===== config.mk =====
export PLATFORM = sky130hd
export DESIGN_NAME = pmx_port23_mux
export DESIGN_NICKNAME = d
export VERILOG_FILES = /design/src/pmx_port23_mux.v
export VERILOG_INCLUDE_DIRS = /design/src
export SDC_FILE = /design/constraint.sdc
export NUM_CORES = 1
export LEC_CHECK = 0
export ABC_AREA = 1
export BUFFER_PORTS_ARGS = -buffer_cell sky130_fd_sc_hd__buf_2
export CAP_MARGIN = 0
export CORE_UTILIZATION = 51
export CTS_BUF_LIST = sky130_fd_sc_hd__clkbuf_4
export CTS_CLUSTER_DIAMETER = 60
export DETAILED_ROUTE_END_ITERATION = 12
export GPL_TIMING_DRIVEN = 0
export PLACE_DENSITY = 0.82
export SLEW_MARGIN = 20
export SYNTH_ARGS = -nofsm -noshare
export SYNTH_HDL_FRONTEND = slang
export SYNTH_SLANG_ARGS = --single-unit

===== constraint.sdc =====
create_clock -name i_clk -period 1.4 [get_ports i_clk]
set_input_delay 0.28 -clock i_clk [delete_from_list [all_inputs] [get_ports i_clk]]
set_output_delay 0.28 -clock i_clk [all_outputs]
set_load 0.1 [all_outputs]

===== src/pmx_defs.vh =====
/*
 Constants for the port 2 / port 3 pin function multiplexer.
 Assumes inclusion by pmx_port23_mux.v only; definitions, no logic.
*/
// Contract
// - Port2 line7 select: 0 port, 1 serial1 transmit, 2 converter1 sense in.
// - Port2 line6 select: 0 port, 1 converter0 sense input, others reserved.
// - Port2 line5 select: 0 port, 1 converter0 reference output.
// - Port2 line4 select: 0 port, 1 converter0 sensor A output.
// - Port3 line3 select: 0 port, 1 I2C1 clock, 2 I2C0 clock, 3 timer6 A.
// - Port3 line2 select: 0 port, 1 I2C0 data, 2 converter1 sensor B, 3 timer5 B.
// - Port3 line1 select: 0 port, 1 I2C0 clock, 2 converter1 sensor A, 3 timer5 A.
// - Port3 line0 select: 0 port, 1 serial1 receive, 2 converter1 reference.
// - Port3 line7: 0 port plus ext clock6, 1 inverted timer3, 2 slow osc, 3 timer4.
// - Port3 line6: 0 port plus ext clock5, 1 timer3, 2 converter clock.
// - Port3 line5 select: 0 port, 1 clock generator out1, 2 bus fault request.
// - Port3 line4 select: 0 port, 1 I2C1 data, 2 I2C0 data, 3 timer6 B.
`ifndef PMX_DEFS_VH
`define PMX_DEFS_VH

// ----------------------------------------
// Register map
// ----------------------------------------
`define PMX_ADDR_W 16
`define PMX_P2H_OFS 16'h52a5
`define PMX_P3L_OFS 16'h52a6
`define PMX_P3H_OFS 16'h52a7
`define PMX_RESET_VAL 8'h00

// ----------------------------------------
// Field positions in the 24-bit select vector
// ----------------------------------------
`define PMX_P24 4'h0
`define PMX_P25 4'h1
`define PMX_P26 4'h2
`define PMX_P27 4'h3
`define PMX_P30 4'h4
`define PMX_P31 4'h5
`define PMX_P32 4'h6
`define PMX_P33 4'h7
`define PMX_P34 4'h8
`define PMX_P35 4'h9
`define PMX_P36 4'ha
`define PMX_P37 4'hb

// ----------------------------------------
// Select codes
// ----------------------------------------
`define PMX_SEL_PORT 2'h0
`define PMX_SEL_ONE 2'h1
`define PMX_SEL_TWO 2'h2
`define PMX_SEL_THREE 2'h3

`endif


===== src/pmx_port23_mux.v =====
/*
 Pin function multiplexer for port 2 lines 4-7 and port 3 lines 0-7:
 three select registers on a plain register port, pad output/enable
 steering and pad input distribution to peripherals.
 Assumes pads resolve o_pad_out/o_pad_oe into wires and return the
 level on i_pad_in asynchronously; peripherals share i_clk.
*/
// Implementation choice: the plain strobed port.
`include "pmx_defs.vh"

module pmx_port23_mux (
  input wire i_clk,
  input wire i_resetn,
  input wire [15:0] i_addr,
  input wire [7:0] i_wdata,
  input wire i_wr,
  input wire i_rd,
  output reg [7:0] o_rdata,
  input wire [11:0] i_gpio_out,
  input wire [11:0] i_gpio_oe,
  output reg [11:0] o_gpio_in,
  input wire [11:0] i_pad_in,
  output reg [11:0] o_pad_out,
  output reg [11:0] o_pad_oe,
  input wire i_serial1_tx_out,
  input wire i_conv0_reference_out,
  input wire i_conv1_reference_out,
  input wire i_conv0_sensor_a_out,
  input wire i_conv1_sensor_a_out,
  input wire i_conv1_sensor_b_out,
  input wire i_i2c_ch0_clock_oe,
  input wire i_i2c_ch1_clock_oe,
  input wire i_i2c_ch0_data_oe,
  input wire i_i2c_ch1_data_oe,
  input wire i_timer5_out_a,
  input wire i_timer5_out_a_oe,
  input wire i_timer5_out_b,
  input wire i_timer5_out_b_oe,
  input wire i_timer6_out_a,
  input wire i_timer6_out_a_oe,
  input wire i_timer6_out_b,
  input wire i_timer6_out_b_oe,
  input wire i_timer_three_out,
  input wire i_timer_three_out_inverted,
  input wire i_timer_four_out,
  input wire i_low_speed_osc_clock_out,
  input wire i_converter_clock_out,
  input wire i_clock_gen_out_one,
  output reg o_serial1_rx_in,
  output reg o_conv0_sense_in,
  output reg o_conv1_sense_in,
  output reg o_i2c_ch0_clock,
  output reg o_i2c_ch1_clock,
  output reg o_i2c_ch0_data,
  output reg o_i2c_ch1_data,
  output reg o_timer5_capture_a,
  output reg o_timer5_capture_b,
  output reg o_timer6_capture_a,
  output reg o_timer6_capture_b,
  output reg o_bus_fault_request_n,
  output reg o_ext_timer_clock_five,
  output reg o_ext_timer_clock_six
);

  // ----------------------------------------
  // State
  // ----------------------------------------
  reg [7:0] port2_high_function_select;
  reg [7:0] port3_low_function_select;
  reg [7:0] port3_high_function_select;
  reg [11:0] pad_meta;
  reg [11:0] pad_sync;
  wire [23:0] sel_all;
  reg [11:0] next_pad_out;
  reg [11:0] next_pad_oe;
  reg [11:0] next_gpio_in;
  reg next_rx;
  reg next_sense0;
  reg next_sense1;
  reg next_i2c_ch0_clock;
  reg next_i2c_ch1_clock;
  reg next_i2c_ch0_data;
  reg next_i2c_ch1_data;
  reg next_cap5a;
  reg next_cap5b;
  reg next_cap6a;
  reg next_cap6b;
  reg next_bfr_n;
  reg next_ext_timer_clock_five;
  reg next_ext_timer_clock_six;
  reg [7:0] next_rdata;

  // Field of one pin out of the joined select vector
  function [1:0] pmx_sel;
    input [23:0] s;
    input [3:0] pin;
    begin
      pmx_sel = s[{pin, 1'b0} +: 2];
    end
  endfunction

  assign sel_all = {port3_high_function_select,
                    port3_low_function_select,
                    port2_high_function_select};

  // ----------------------------------------
  // Register port
  // ----------------------------------------
  // Plain writes, no side effects; zero reset puts every pin on the port
  always @(posedge i_clk or negedge i_resetn)
  begin
    if (!i_resetn)
    begin
      port2_high_function_select <= `PMX_RESET_VAL;
      port3_low_function_select <= `PMX_RESET_VAL;
      port3_high_function_select <= `PMX_RESET_VAL;
    end
    else if (i_wr)
    begin
      if (i_addr == `PMX_P2H_OFS)
        port2_high_function_select <= i_wdata;
      else if (i_addr == `PMX_P3L_OFS)
        port3_low_function_select <= i_wdata;
      else if (i_addr == `PMX_P3H_OFS)
        port3_high_function_select <= i_wdata;
    end
  end

  // Read mux; unmapped addresses answer zero
  always @*
  begin
    next_rdata = 8'h00;
    if (i_addr == `PMX_P2H_OFS)
      next_rdata = port2_high_function_select;
    else if (i_addr == `PMX_P3L_OFS)
      next_rdata = port3_low_function_select;
    else if (i_addr == `PMX_P3H_OFS)
      next_rdata = port3_high_function_select;
  end

  // ----------------------------------------
  // Pad input synchroniser
  // ----------------------------------------
  // Pads are asynchronous; only pad_sync feeds the routing logic
  always @(posedge i_clk or negedge i_resetn)
  begin
    if (!i_resetn)
    begin
      pad_meta <= 12'h000;
      pad_sync <= 12'h000;
    end
    else
    begin
      pad_meta <= i_pad_in;
      pad_sync <= pad_meta;
    end
  end

  // ----------------------------------------
  // Routing
  // ----------------------------------------
  // Reserved codes leave the pad undriven and its input unused.
  // I2C lines are open drain: drive low while the peripheral pulls.
  // Idle I2C and bus-fault inputs read high, as a pulled-up wire would.
  always @*
  begin
    next_pad_out = 12'h000;
    next_pad_oe = 12'h000;
    next_gpio_in = 12'h000;
    next_rx = 1'b0;
    next_sense0 = 1'b0;
    next_sense1 = 1'b0;
    next_i2c_ch0_clock = 1'b1;
    next_i2c_ch1_clock = 1'b1;
    next_i2c_ch0_data = 1'b1;
    next_i2c_ch1_data = 1'b1;
    next_cap5a = 1'b0;
    next_cap5b = 1'b0;
    next_cap6a = 1'b0;
    next_cap6b = 1'b0;
    next_bfr_n = 1'b1;
    next_ext_timer_clock_five = 1'b0;
    next_ext_timer_clock_six = 1'b0;
    // Port-selected pins pass the port logic straight through
    if (pmx_sel(sel_all, `PMX_P24) == `PMX_SEL_PORT)
      next_gpio_in[0] = pad_sync[0];
    if (pmx_sel(sel_all, `PMX_P25) == `PMX_SEL_PORT)
      next_gpio_in[1] = pad_sync[1];
    if (pmx_sel(sel_all, `PMX_P26) == `PMX_SEL_PORT)
      next_gpio_in[2] = pad_sync[2];
    if (pmx_sel(sel_all, `PMX_P27) == `PMX_SEL_PORT)
      next_gpio_in[3] = pad_sync[3];
    if (pmx_sel(sel_all, `PMX_P30) == `PMX_SEL_PORT)
      next_gpio_in[4] = pad_sync[4];
    if (pmx_sel(sel_all, `PMX_P31) == `PMX_SEL_PORT)
      next_gpio_in[5] = pad_sync[5];
    if (pmx_sel(sel_all, `PMX_P32) == `PMX_SEL_PORT)
      next_gpio_in[6] = pad_sync[6];
    if (pmx_sel(sel_all, `PMX_P33) == `PMX_SEL_PORT)
      next_gpio_in[7] = pad_sync[7];
    if (pmx_sel(sel_all, `PMX_P34) == `PMX_SEL_PORT)
      next_gpio_in[8] = pad_sync[8];
    if (pmx_sel(sel_all, `PMX_P35) == `PMX_SEL_PORT)
      next_gpio_in[9] = pad_sync[9];
    if (pmx_sel(sel_all, `PMX_P36) == `PMX_SEL_PORT)
      next_gpio_in[10] = pad_sync[10];
    if (pmx_sel(sel_all, `PMX_P37) == `PMX_SEL_PORT)
      next_gpio_in[11] = pad_sync[11];
    next_pad_out = i_gpio_out & {12{1'b1}};
    // Port 2 line 4
    case (pmx_sel(sel_all, `PMX_P24))
      `PMX_SEL_PORT: next_pad_oe[0] = i_gpio_oe[0];
      `PMX_SEL_ONE:
      begin
        next_pad_out[0] = i_conv0_sensor_a_out;
        next_pad_oe[0] = 1'b1;
      end
      default: next_pad_out[0] = 1'b0;
    endcase
    // Port 2 line 5
    case (pmx_sel(sel_all, `PMX_P25))
      `PMX_SEL_PORT: next_pad_oe[1] = i_gpio_oe[1];
      `PMX_SEL_ONE:
      begin
        next_pad_out[1] = i_conv0_reference_out;
        next_pad_oe[1] = 1'b1;
      end
      default: next_pad_out[1] = 1'b0;
    endcase
    // Port 2 line 6
    case (pmx_sel(sel_all, `PMX_P26))
      `PMX_SEL_PORT: next_pad_oe[2] = i_gpio_oe[2];
      `PMX_SEL_ONE: next_sense0 = pad_sync[2];
      default: next_pad_out[2] = 1'b0;
    endcase
    // Port 2 line 7
    case (pmx_sel(sel_all, `PMX_P27))
      `PMX_SEL_PORT: next_pad_oe[3] = i_gpio_oe[3];
      `PMX_SEL_ONE:
      begin
        next_pad_out[3] = i_serial1_tx_out;
        next_pad_oe[3] = 1'b1;
      end
      `PMX_SEL_TWO: next_sense1 = pad_sync[3];
      default: next_pad_out[3] = 1'b0;
    endcase
    // Port 3 line 0
    case (pmx_sel(sel_all, `PMX_P30))
      `PMX_SEL_PORT: next_pad_oe[4] = i_gpio_oe[4];
      `PMX_SEL_ONE: next_rx = pad_sync[4];
      `PMX_SEL_TWO:
      begin
        next_pad_out[4] = i_conv1_reference_out;
        next_pad_oe[4] = 1'b1;
      end
      default: next_pad_out[4] = 1'b0;
    endcase
    // Port 3 line 1; timer 5 exists only on some variants
    case (pmx_sel(sel_all, `PMX_P31))
      `PMX_SEL_PORT: next_pad_oe[5] = i_gpio_oe[5];
      `PMX_SEL_ONE:
      begin
        next_pad_out[5] = 1'b0;
        next_pad_oe[5] = i_i2c_ch0_clock_oe;
        next_i2c_ch0_clock = next_i2c_ch0_clock & pad_sync[5];
      end
      `PMX_SEL_TWO:
      begin
        next_pad_out[5] = i_conv1_sensor_a_out;
        next_pad_oe[5] = 1'b1;
      end
      default:
      begin
        next_pad_out[5] = i_timer5_out_a;
        next_pad_oe[5] = i_timer5_out_a_oe;
        next_cap5a = pad_sync[5];
      end
    endcase
    // Port 3 line 2
    case (pmx_sel(sel_all, `PMX_P32))
      `PMX_SEL_PORT: next_pad_oe[6] = i_gpio_oe[6];
      `PMX_SEL_ONE:
      begin
        next_pad_out[6] = 1'b0;
        next_pad_oe[6] = i_i2c_ch0_data_oe;
        next_i2c_ch0_data = next_i2c_ch0_data & pad_sync[6];
      end
      `PMX_SEL_TWO:
      begin
        next_pad_out[6] = i_conv1_sensor_b_out;
        next_pad_oe[6] = 1'b1;
      end
      default:
      begin
        next_pad_out[6] = i_timer5_out_b;
        next_pad_oe[6] = i_timer5_out_b_oe;
        next_cap5b = pad_sync[6];
      end
    endcase
    // Port 3 line 3; I2C0 clock may sit here or on line 1
    case (pmx_sel(sel_all, `PMX_P33))
      `PMX_SEL_PORT: next_pad_oe[7] = i_gpio_oe[7];
      `PMX_SEL_ONE:
      begin
        next_pad_out[7] = 1'b0;
        next_pad_oe[7] = i_i2c_ch1_clock_oe;
        next_i2c_ch1_clock = pad_sync[7];
      end
      `PMX_SEL_TWO:
      begin
        next_pad_out[7] = 1'b0;
        next_pad_oe[7] = i_i2c_ch0_clock_oe;
        next_i2c_ch0_clock = next_i2c_ch0_clock & pad_sync[7];
      end
      default:
      begin
        next_pad_out[7] = i_timer6_out_a;
        next_pad_oe[7] = i_timer6_out_a_oe;
        next_cap6a = pad_sync[7];
      end
    endcase
    // Port 3 line 4; I2C0 data may sit here or on line 2
    case (pmx_sel(sel_all, `PMX_P34))
      `PMX_SEL_PORT: next_pad_oe[8] = i_gpio_oe[8];
      `PMX_SEL_ONE:
      begin
        next_pad_out[8] = 1'b0;
        next_pad_oe[8] = i_i2c_ch1_data_oe;
        next_i2c_ch1_data = pad_sync[8];
      end
      `PMX_SEL_TWO:
      begin
        next_pad_out[8] = 1'b0;
        next_pad_oe[8] = i_i2c_ch0_data_oe;
        next_i2c_ch0_data = next_i2c_ch0_data & pad_sync[8];
      end
      default:
      begin
        next_pad_out[8] = i_timer6_out_b;
        next_pad_oe[8] = i_timer6_out_b_oe;
        next_cap6b = pad_sync[8];
      end
    endcase
    // Port 3 line 5
    case (pmx_sel(sel_all, `PMX_P35))
      `PMX_SEL_PORT: next_pad_oe[9] = i_gpio_oe[9];
      `PMX_SEL_ONE:
      begin
        next_pad_out[9] = i_clock_gen_out_one;
        next_pad_oe[9] = 1'b1;
      end
      `PMX_SEL_TWO: next_bfr_n = pad_sync[9];
      default: next_pad_out[9] = 1'b0;
    endcase
    // Port 3 line 6; clock input shares the port setting
    case (pmx_sel(sel_all, `PMX_P36))
      `PMX_SEL_PORT:
      begin
        next_pad_oe[10] = i_gpio_oe[10];
        next_ext_timer_clock_five = pad_sync[10];
      end
      `PMX_SEL_ONE:
      begin
        next_pad_out[10] = i_timer_three_out;
        next_pad_oe[10] = 1'b1;
      end
      `PMX_SEL_TWO:
      begin
        next_pad_out[10] = i_converter_clock_out;
        next_pad_oe[10] = 1'b1;
      end
      default: next_pad_out[10] = 1'b0;
    endcase
    // Port 3 line 7
    case (pmx_sel(sel_all, `PMX_P37))
      `PMX_SEL_PORT:
      begin
        next_pad_oe[11] = i_gpio_oe[11];
        next_ext_timer_clock_six = pad_sync[11];
      end
      `PMX_SEL_ONE:
      begin
        next_pad_out[11] = i_timer_three_out_inverted;
        next_pad_oe[11] = 1'b1;
      end
      `PMX_SEL_TWO:
      begin
        next_pad_out[11] = i_low_speed_osc_clock_out;
        next_pad_oe[11] = 1'b1;
      end
      default:
      begin
        next_pad_out[11] = i_timer_four_out;
        next_pad_oe[11] = 1'b1;
      end
    endcase
  end

  // ----------------------------------------
  // Output registers
  // ----------------------------------------
  // Every output is a flop: one cycle from select or peripheral change
  always @(posedge i_clk or negedge i_resetn)
  begin
    if (!i_resetn)
    begin
      o_rdata <= 8'h00;
      o_gpio_in <= 12'h000;
      o_pad_out <= 12'h000;
      o_pad_oe <= 12'h000;
      o_serial1_rx_in <= 1'b0;
      o_conv0_sense_in <= 1'b0;
      o_conv1_sense_in <= 1'b0;
      o_i2c_ch0_clock <= 1'b1;
      o_i2c_ch1_clock <= 1'b1;
      o_i2c_ch0_data <= 1'b1;
      o_i2c_ch1_data <= 1'b1;
      o_timer5_capture_a <= 1'b0;
      o_timer5_capture_b <= 1'b0;
      o_timer6_capture_a <= 1'b0;
      o_timer6_capture_b <= 1'b0;
      o_bus_fault_request_n <= 1'b1;
      o_ext_timer_clock_five <= 1'b0;
      o_ext_timer_clock_six <= 1'b0;
    end
    else
    begin
      if (i_rd)
        o_rdata <= next_rdata;
      else
        o_rdata <= 8'h00; // Data stand only the cycle after the read
      o_gpio_in <= next_gpio_in;
      o_pad_out <= next_pad_out;
      o_pad_oe <= next_pad_oe;
      o_serial1_rx_in <= next_rx;
      o_conv0_sense_in <= next_sense0;
      o_conv1_sense_in <= next_sense1;
      o_i2c_ch0_clock <= next_i2c_ch0_clock;
      o_i2c_ch1_clock <= next_i2c_ch1_clock;
      o_i2c_ch0_data <= next_i2c_ch0_data;
      o_i2c_ch1_data <= next_i2c_ch1_data;
      o_timer5_capture_a <= next_cap5a;
      o_timer5_capture_b <= next_cap5b;
      o_timer6_capture_a <= next_cap6a;
      o_timer6_capture_b <= next_cap6b;
      o_bus_fault_request_n <= next_bfr_n;
      o_ext_timer_clock_five <= next_ext_timer_clock_five;
      o_ext_timer_clock_six <= next_ext_timer_clock_six;
    end
  end

endmodule // pmx_port23_mux


==> impl_metrics.csv <==
group,metric,value,unit
sta,fin_skew,0.0148,ns
cells_and_area,nNetsFinal,674,
routing,postRouteWirelength,9720,um
routing,drt_iter0_drcs,216,
cells_and_area,antenna_cells_inserted,0,
sta,final.period_utilization,1.05,
setup_path,critPathLaunchType,"flop",
global_route,grt_first_pass_wirelength,15400,um
routing,post-route-drc-count,0,
setup_path,cp-startpoint,"o_gpio_in[10]",
global_route,grt_use_met3,0.0431,
die,core_area,7770,um^2
power,leakage_power,0.00295,uW
die,floorplan.rows,32,
sta,grt_setup_unrepaired,"true",
setup_path,cp_max_fo,2,
run_status,run_status,"complete, but fails checks",
routing,viasPerCell,4.98,
sta,drv_slew,0,
die,initial_core_util,0.530,
routing,dr_total_vias,3432,
hold_path,min-delay-start,"i_gpio_out[3]",
setup_path,worstPathRequired,1.12,ns
sta,setup_tns_final,-0.384,ns
placement,dp_hpwl,6810,um
cts,h-tree-depth,3,
die,die_span_x,91.8,um
cts,numCtsBuffers,9,
global_route,globalRouteMet1Util,0.297,
sta,report.final.setup_viol,7,
global_route,use_met2,0.412,
synthesis,syn-instance-count,410,
cells_and_area,layout-drive-gt1-share,0.325,
cts,post-cts-setup-buffer-count,0,
power,power.density_cell_area,918,nW/um^2
run_status,failed_checks,"setup timing",
placement,place.port_buffers,145,
cts,tritoncts,"built",
synthesis,synthDistinctLibCells,29,
synthesis,syn_nets,502,
setup_path,ff2ff_setup_slack,0.14,ns
setup_path,worstSetupPathType,"flop to primary output",
sta,worst_hold_slack,0.0456,ns
synthesis,synth.avg_cell_area,10.0,um^2
global_route,first_global_vias,3403,
sta,timing.final.crit_period,1.46,ns
setup_path,reg2reg_from,"port3_low_function_select[2]",
global_route,residual_overflow_from_global_routing,0,
cts,clockBufferDepth,2,
placement,dp_worst_setup_slack,-0.194,ns
cells_and_area,layout.cells.non_filler,689,
setup_path,critPathCaptureType,"primary output",
setup_path,worst_ep_arrival_time,1.18,ns
setup_path,crit_path_end,"o_gpio_in[10]",
global_route,grt_antenna_before_repair,0,
routing,post_drt_antenna_nets,0,
die,die_area,8430,um^2
synthesis,synth_warnings,0,
cells_and_area,layout_stage_area_growth_over_the_synthesis_result,38.6,%
sta,setup_slack,-0.0631,ns
placement,dpl.cell_count,658,
routing,dr.pass1.iters,4,
synthesis,postSynthRegisterBits,104,
routing,wl_per_cell,14.1,um
job,drv.max_cap_violation_count,0,
placement,gp_congestion,0.831,
cts,worst_skew_pair.late_latency,0.44,ns
synthesis,synth_seq_area_share,0.634,
sta,max_freq,683,MHz
hold_path,worstHoldPathType,"primary input to flop",
sta,tightestPinTransition,0.417,ns
cells_and_area,fill_cells,557,
global_route,groute.usage.overall,0.236,
synthesis,post_synth_instance_area,4110,um^2
cts,cts.root.buffer_cell,"sky130_fd_sc_hd__clkbuf_4",
cts,clock_sink_count,104,
die,chipHeight,91.8,um
global_route,global_route.peak_usage_layer,"met2",
sta,timing.slew.headroom,0.721,
cts,clk_transition_reported_paths,0.16,ns
setup_path,worstRegToRegCells,4,
cells_and_area,fin_util,0.734,
setup_path,crit-reg2reg-capture,"o_pad_oe[5]",
die,io_pins,146,
sta,hold_viol_final,0,
global_route,largest_net_degree_at_the_start_of_global_routing,68,
power,ir_worst_vdd,0.000545,V
## worst min path at each step
stage / endpoint / slack [ns] / cells after the start
4_1_cts: o_pad_oe[1] / 0.01 / 3
5_1_grt: o_pad_oe[7] / 0.03 / 3
6_report: o_pad_out[3] / 0.05 / 3
3_5_place_dp: pad_sync[2] / 0.21 / 1
3_3_place_gp: pad_sync[9] / 0.33 / 0
2_1_floorplan: o_conv0_sense_in / -0.02 / 0
## metrics by stage
stage | area (um^2) | total power (uW)
after floorplan | 4120 | 3550
after global placement | 4970 | 3790
after detailed placement | 5000 | 3820
after CTS | 5540 | 5270
after global routing | 5700 | 5450
final | 5700 | 5230
## where the power goes
part	leakage (uW)	internal, uW	switching, uW
Combinational	0.00162	236	508
Sequential	0.00127	3080	29.3
Clock	0.0000688	399	982
Total	0.00295	3720	1520
## worst max-delay path, stage by stage (launching register included)
cell	delay (ns)
sky130_fd_sc_hd__dfrtp_2	0.47
sky130_fd_sc_hd__buf_6	0.13
sky130_fd_sc_hd__buf_12	0.15
## registers in the layout, summed over array words and instances (netlist names), 8 cells and up
signal                      flops
o_pad_out                      12
o_gpio_in                      11
port3_high_function_select      8
port2_high_function_select      8
pad_meta                       12
port3_low_function_select       8
o_rdata                         8
o_pad_oe                       12
pad_sync                       12
## timing repair
action,in CTS,in global routing
resized for setup,89,42
hold endpoints to repair,51,0
cloned,0,0
hold buffers,15,0
endpoints found under the setup margin,58,47
## synth_stat cells
library cell / instances / share of area
sky130_fd_sc_hd__a21oi_1: 1 / 0.0012
sky130_fd_sc_hd__a22o_1: 2 / 0.0043
sky130_fd_sc_hd__a31o_2: 1 / 0.0021
sky130_fd_sc_hd__buf_2: 3 / 0.0036
sky130_fd_sc_hd__buf_4: 2 / 0.0036
sky130_fd_sc_hd__buf_6: 4 / 0.011
sky130_fd_sc_hd__clkbuf_1: 5 / 0.0046
sky130_fd_sc_hd__dfrtp_1: 99 / 0.60
sky130_fd_sc_hd__dfstp_2: 5 / 0.032
sky130_fd_sc_hd__ha_1: 4 / 0.012
sky130_fd_sc_hd__inv_1: 63 / 0.057
sky130_fd_sc_hd__nand2_1: 70 / 0.064
sky130_fd_sc_hd__nand2_2: 1 / 0.0015
sky130_fd_sc_hd__nand3_1: 30 / 0.036
sky130_fd_sc_hd__nand3_2: 2 / 0.0049
sky130_fd_sc_hd__nand3b_1: 1 / 0.0018
sky130_fd_sc_hd__nand4_1: 21 / 0.032
sky130_fd_sc_hd__nand4_2: 1 / 0.0030
sky130_fd_sc_hd__nand4_4: 1 / 0.0052
sky130_fd_sc_hd__nor2_1: 40 / 0.036
sky130_fd_sc_hd__nor2_4: 4 / 0.011
sky130_fd_sc_hd__nor3_1: 7 / 0.0085
sky130_fd_sc_hd__nor3_4: 1 / 0.0040
sky130_fd_sc_hd__nor3b_1: 4 / 0.0073
sky130_fd_sc_hd__o2111ai_1: 1 / 0.0021
sky130_fd_sc_hd__o21ai_0: 21 / 0.026
sky130_fd_sc_hd__o21ai_1: 10 / 0.012
sky130_fd_sc_hd__o31ai_1: 3 / 0.0055
sky130_fd_sc_hd__or2_2: 3 / 0.0046
## kinds of logic (layout without fill, tap and decap cells)
kind of cell | Yosys count | count (layout) | synth area share
AND/OR/NAND/NOR | 186 | 186 | 0.220
flip-flops | 104 | 104 | 0.634
buffers and inverters | 77 | 254 | 0.0803
AO/OA/AOI/OAI | 39 | 39 | 0.0529
adder cells (fa/ha/maj) | 4 | 4 | 0.0122
## cell type report
cell class / count / area (um^2) / share of cell area
plain buffers: 14 / 101 / 0.0178
clock buffers: 10 / 75.1 / 0.0132
clock inverters: 6 / 43.8 / 0.00768
inverters: 63 / 236 / 0.0415
multi-input cells: 229 / 1170 / 0.206
flip-flops and latches: 104 / 2610 / 0.458
well taps: 102 / 128 / 0.0224
repair buffers: 161 / 1330 / 0.234
## cells in the final DEF, fill, tap and decap left out, types with 2 or more instances in the layout
| cell type | instances |
|---|---|
| sky130_fd_sc_hd__a22o_1 | 2 |
| sky130_fd_sc_hd__buf_12 | 9 |
| sky130_fd_sc_hd__buf_2 | 89 |
| sky130_fd_sc_hd__buf_4 | 6 |
| sky130_fd_sc_hd__buf_6 | 49 |
| sky130_fd_sc_hd__clkbuf_1 | 5 |
| sky130_fd_sc_hd__clkbuf_4 | 10 |
| sky130_fd_sc_hd__clkinv_4 | 2 |
| sky130_fd_sc_hd__dfrtp_1 | 97 |
| sky130_fd_sc_hd__dfrtp_2 | 2 |
| sky130_fd_sc_hd__dfstp_2 | 5 |
| sky130_fd_sc_hd__dlygate4sd3_1 | 15 |
| sky130_fd_sc_hd__ha_1 | 4 |
| sky130_fd_sc_hd__inv_1 | 63 |
| sky130_fd_sc_hd__inv_6 | 2 |
| sky130_fd_sc_hd__nand2_1 | 70 |
| sky130_fd_sc_hd__nand3_1 | 30 |
| sky130_fd_sc_hd__nand3_2 | 2 |
| sky130_fd_sc_hd__nand4_1 | 21 |
| sky130_fd_sc_hd__nor2_1 | 40 |
| sky130_fd_sc_hd__nor2_4 | 4 |
| sky130_fd_sc_hd__nor3_1 | 7 |
| sky130_fd_sc_hd__nor3b_1 | 4 |
| sky130_fd_sc_hd__o21ai_0 | 21 |
| sky130_fd_sc_hd__o21ai_1 | 10 |
| sky130_fd_sc_hd__o31ai_1 | 3 |
| sky130_fd_sc_hd__or2_2 | 3 |
## routing by layer
layer | vias up | wire (um)
met5 | - | 0
met4 | 0 | 140
met3 | 14 | 484
met2 | 115 | 5200
met1 | 1648 | 3900
li1 | 1655 | -
(Power assumes the default switching activity.)
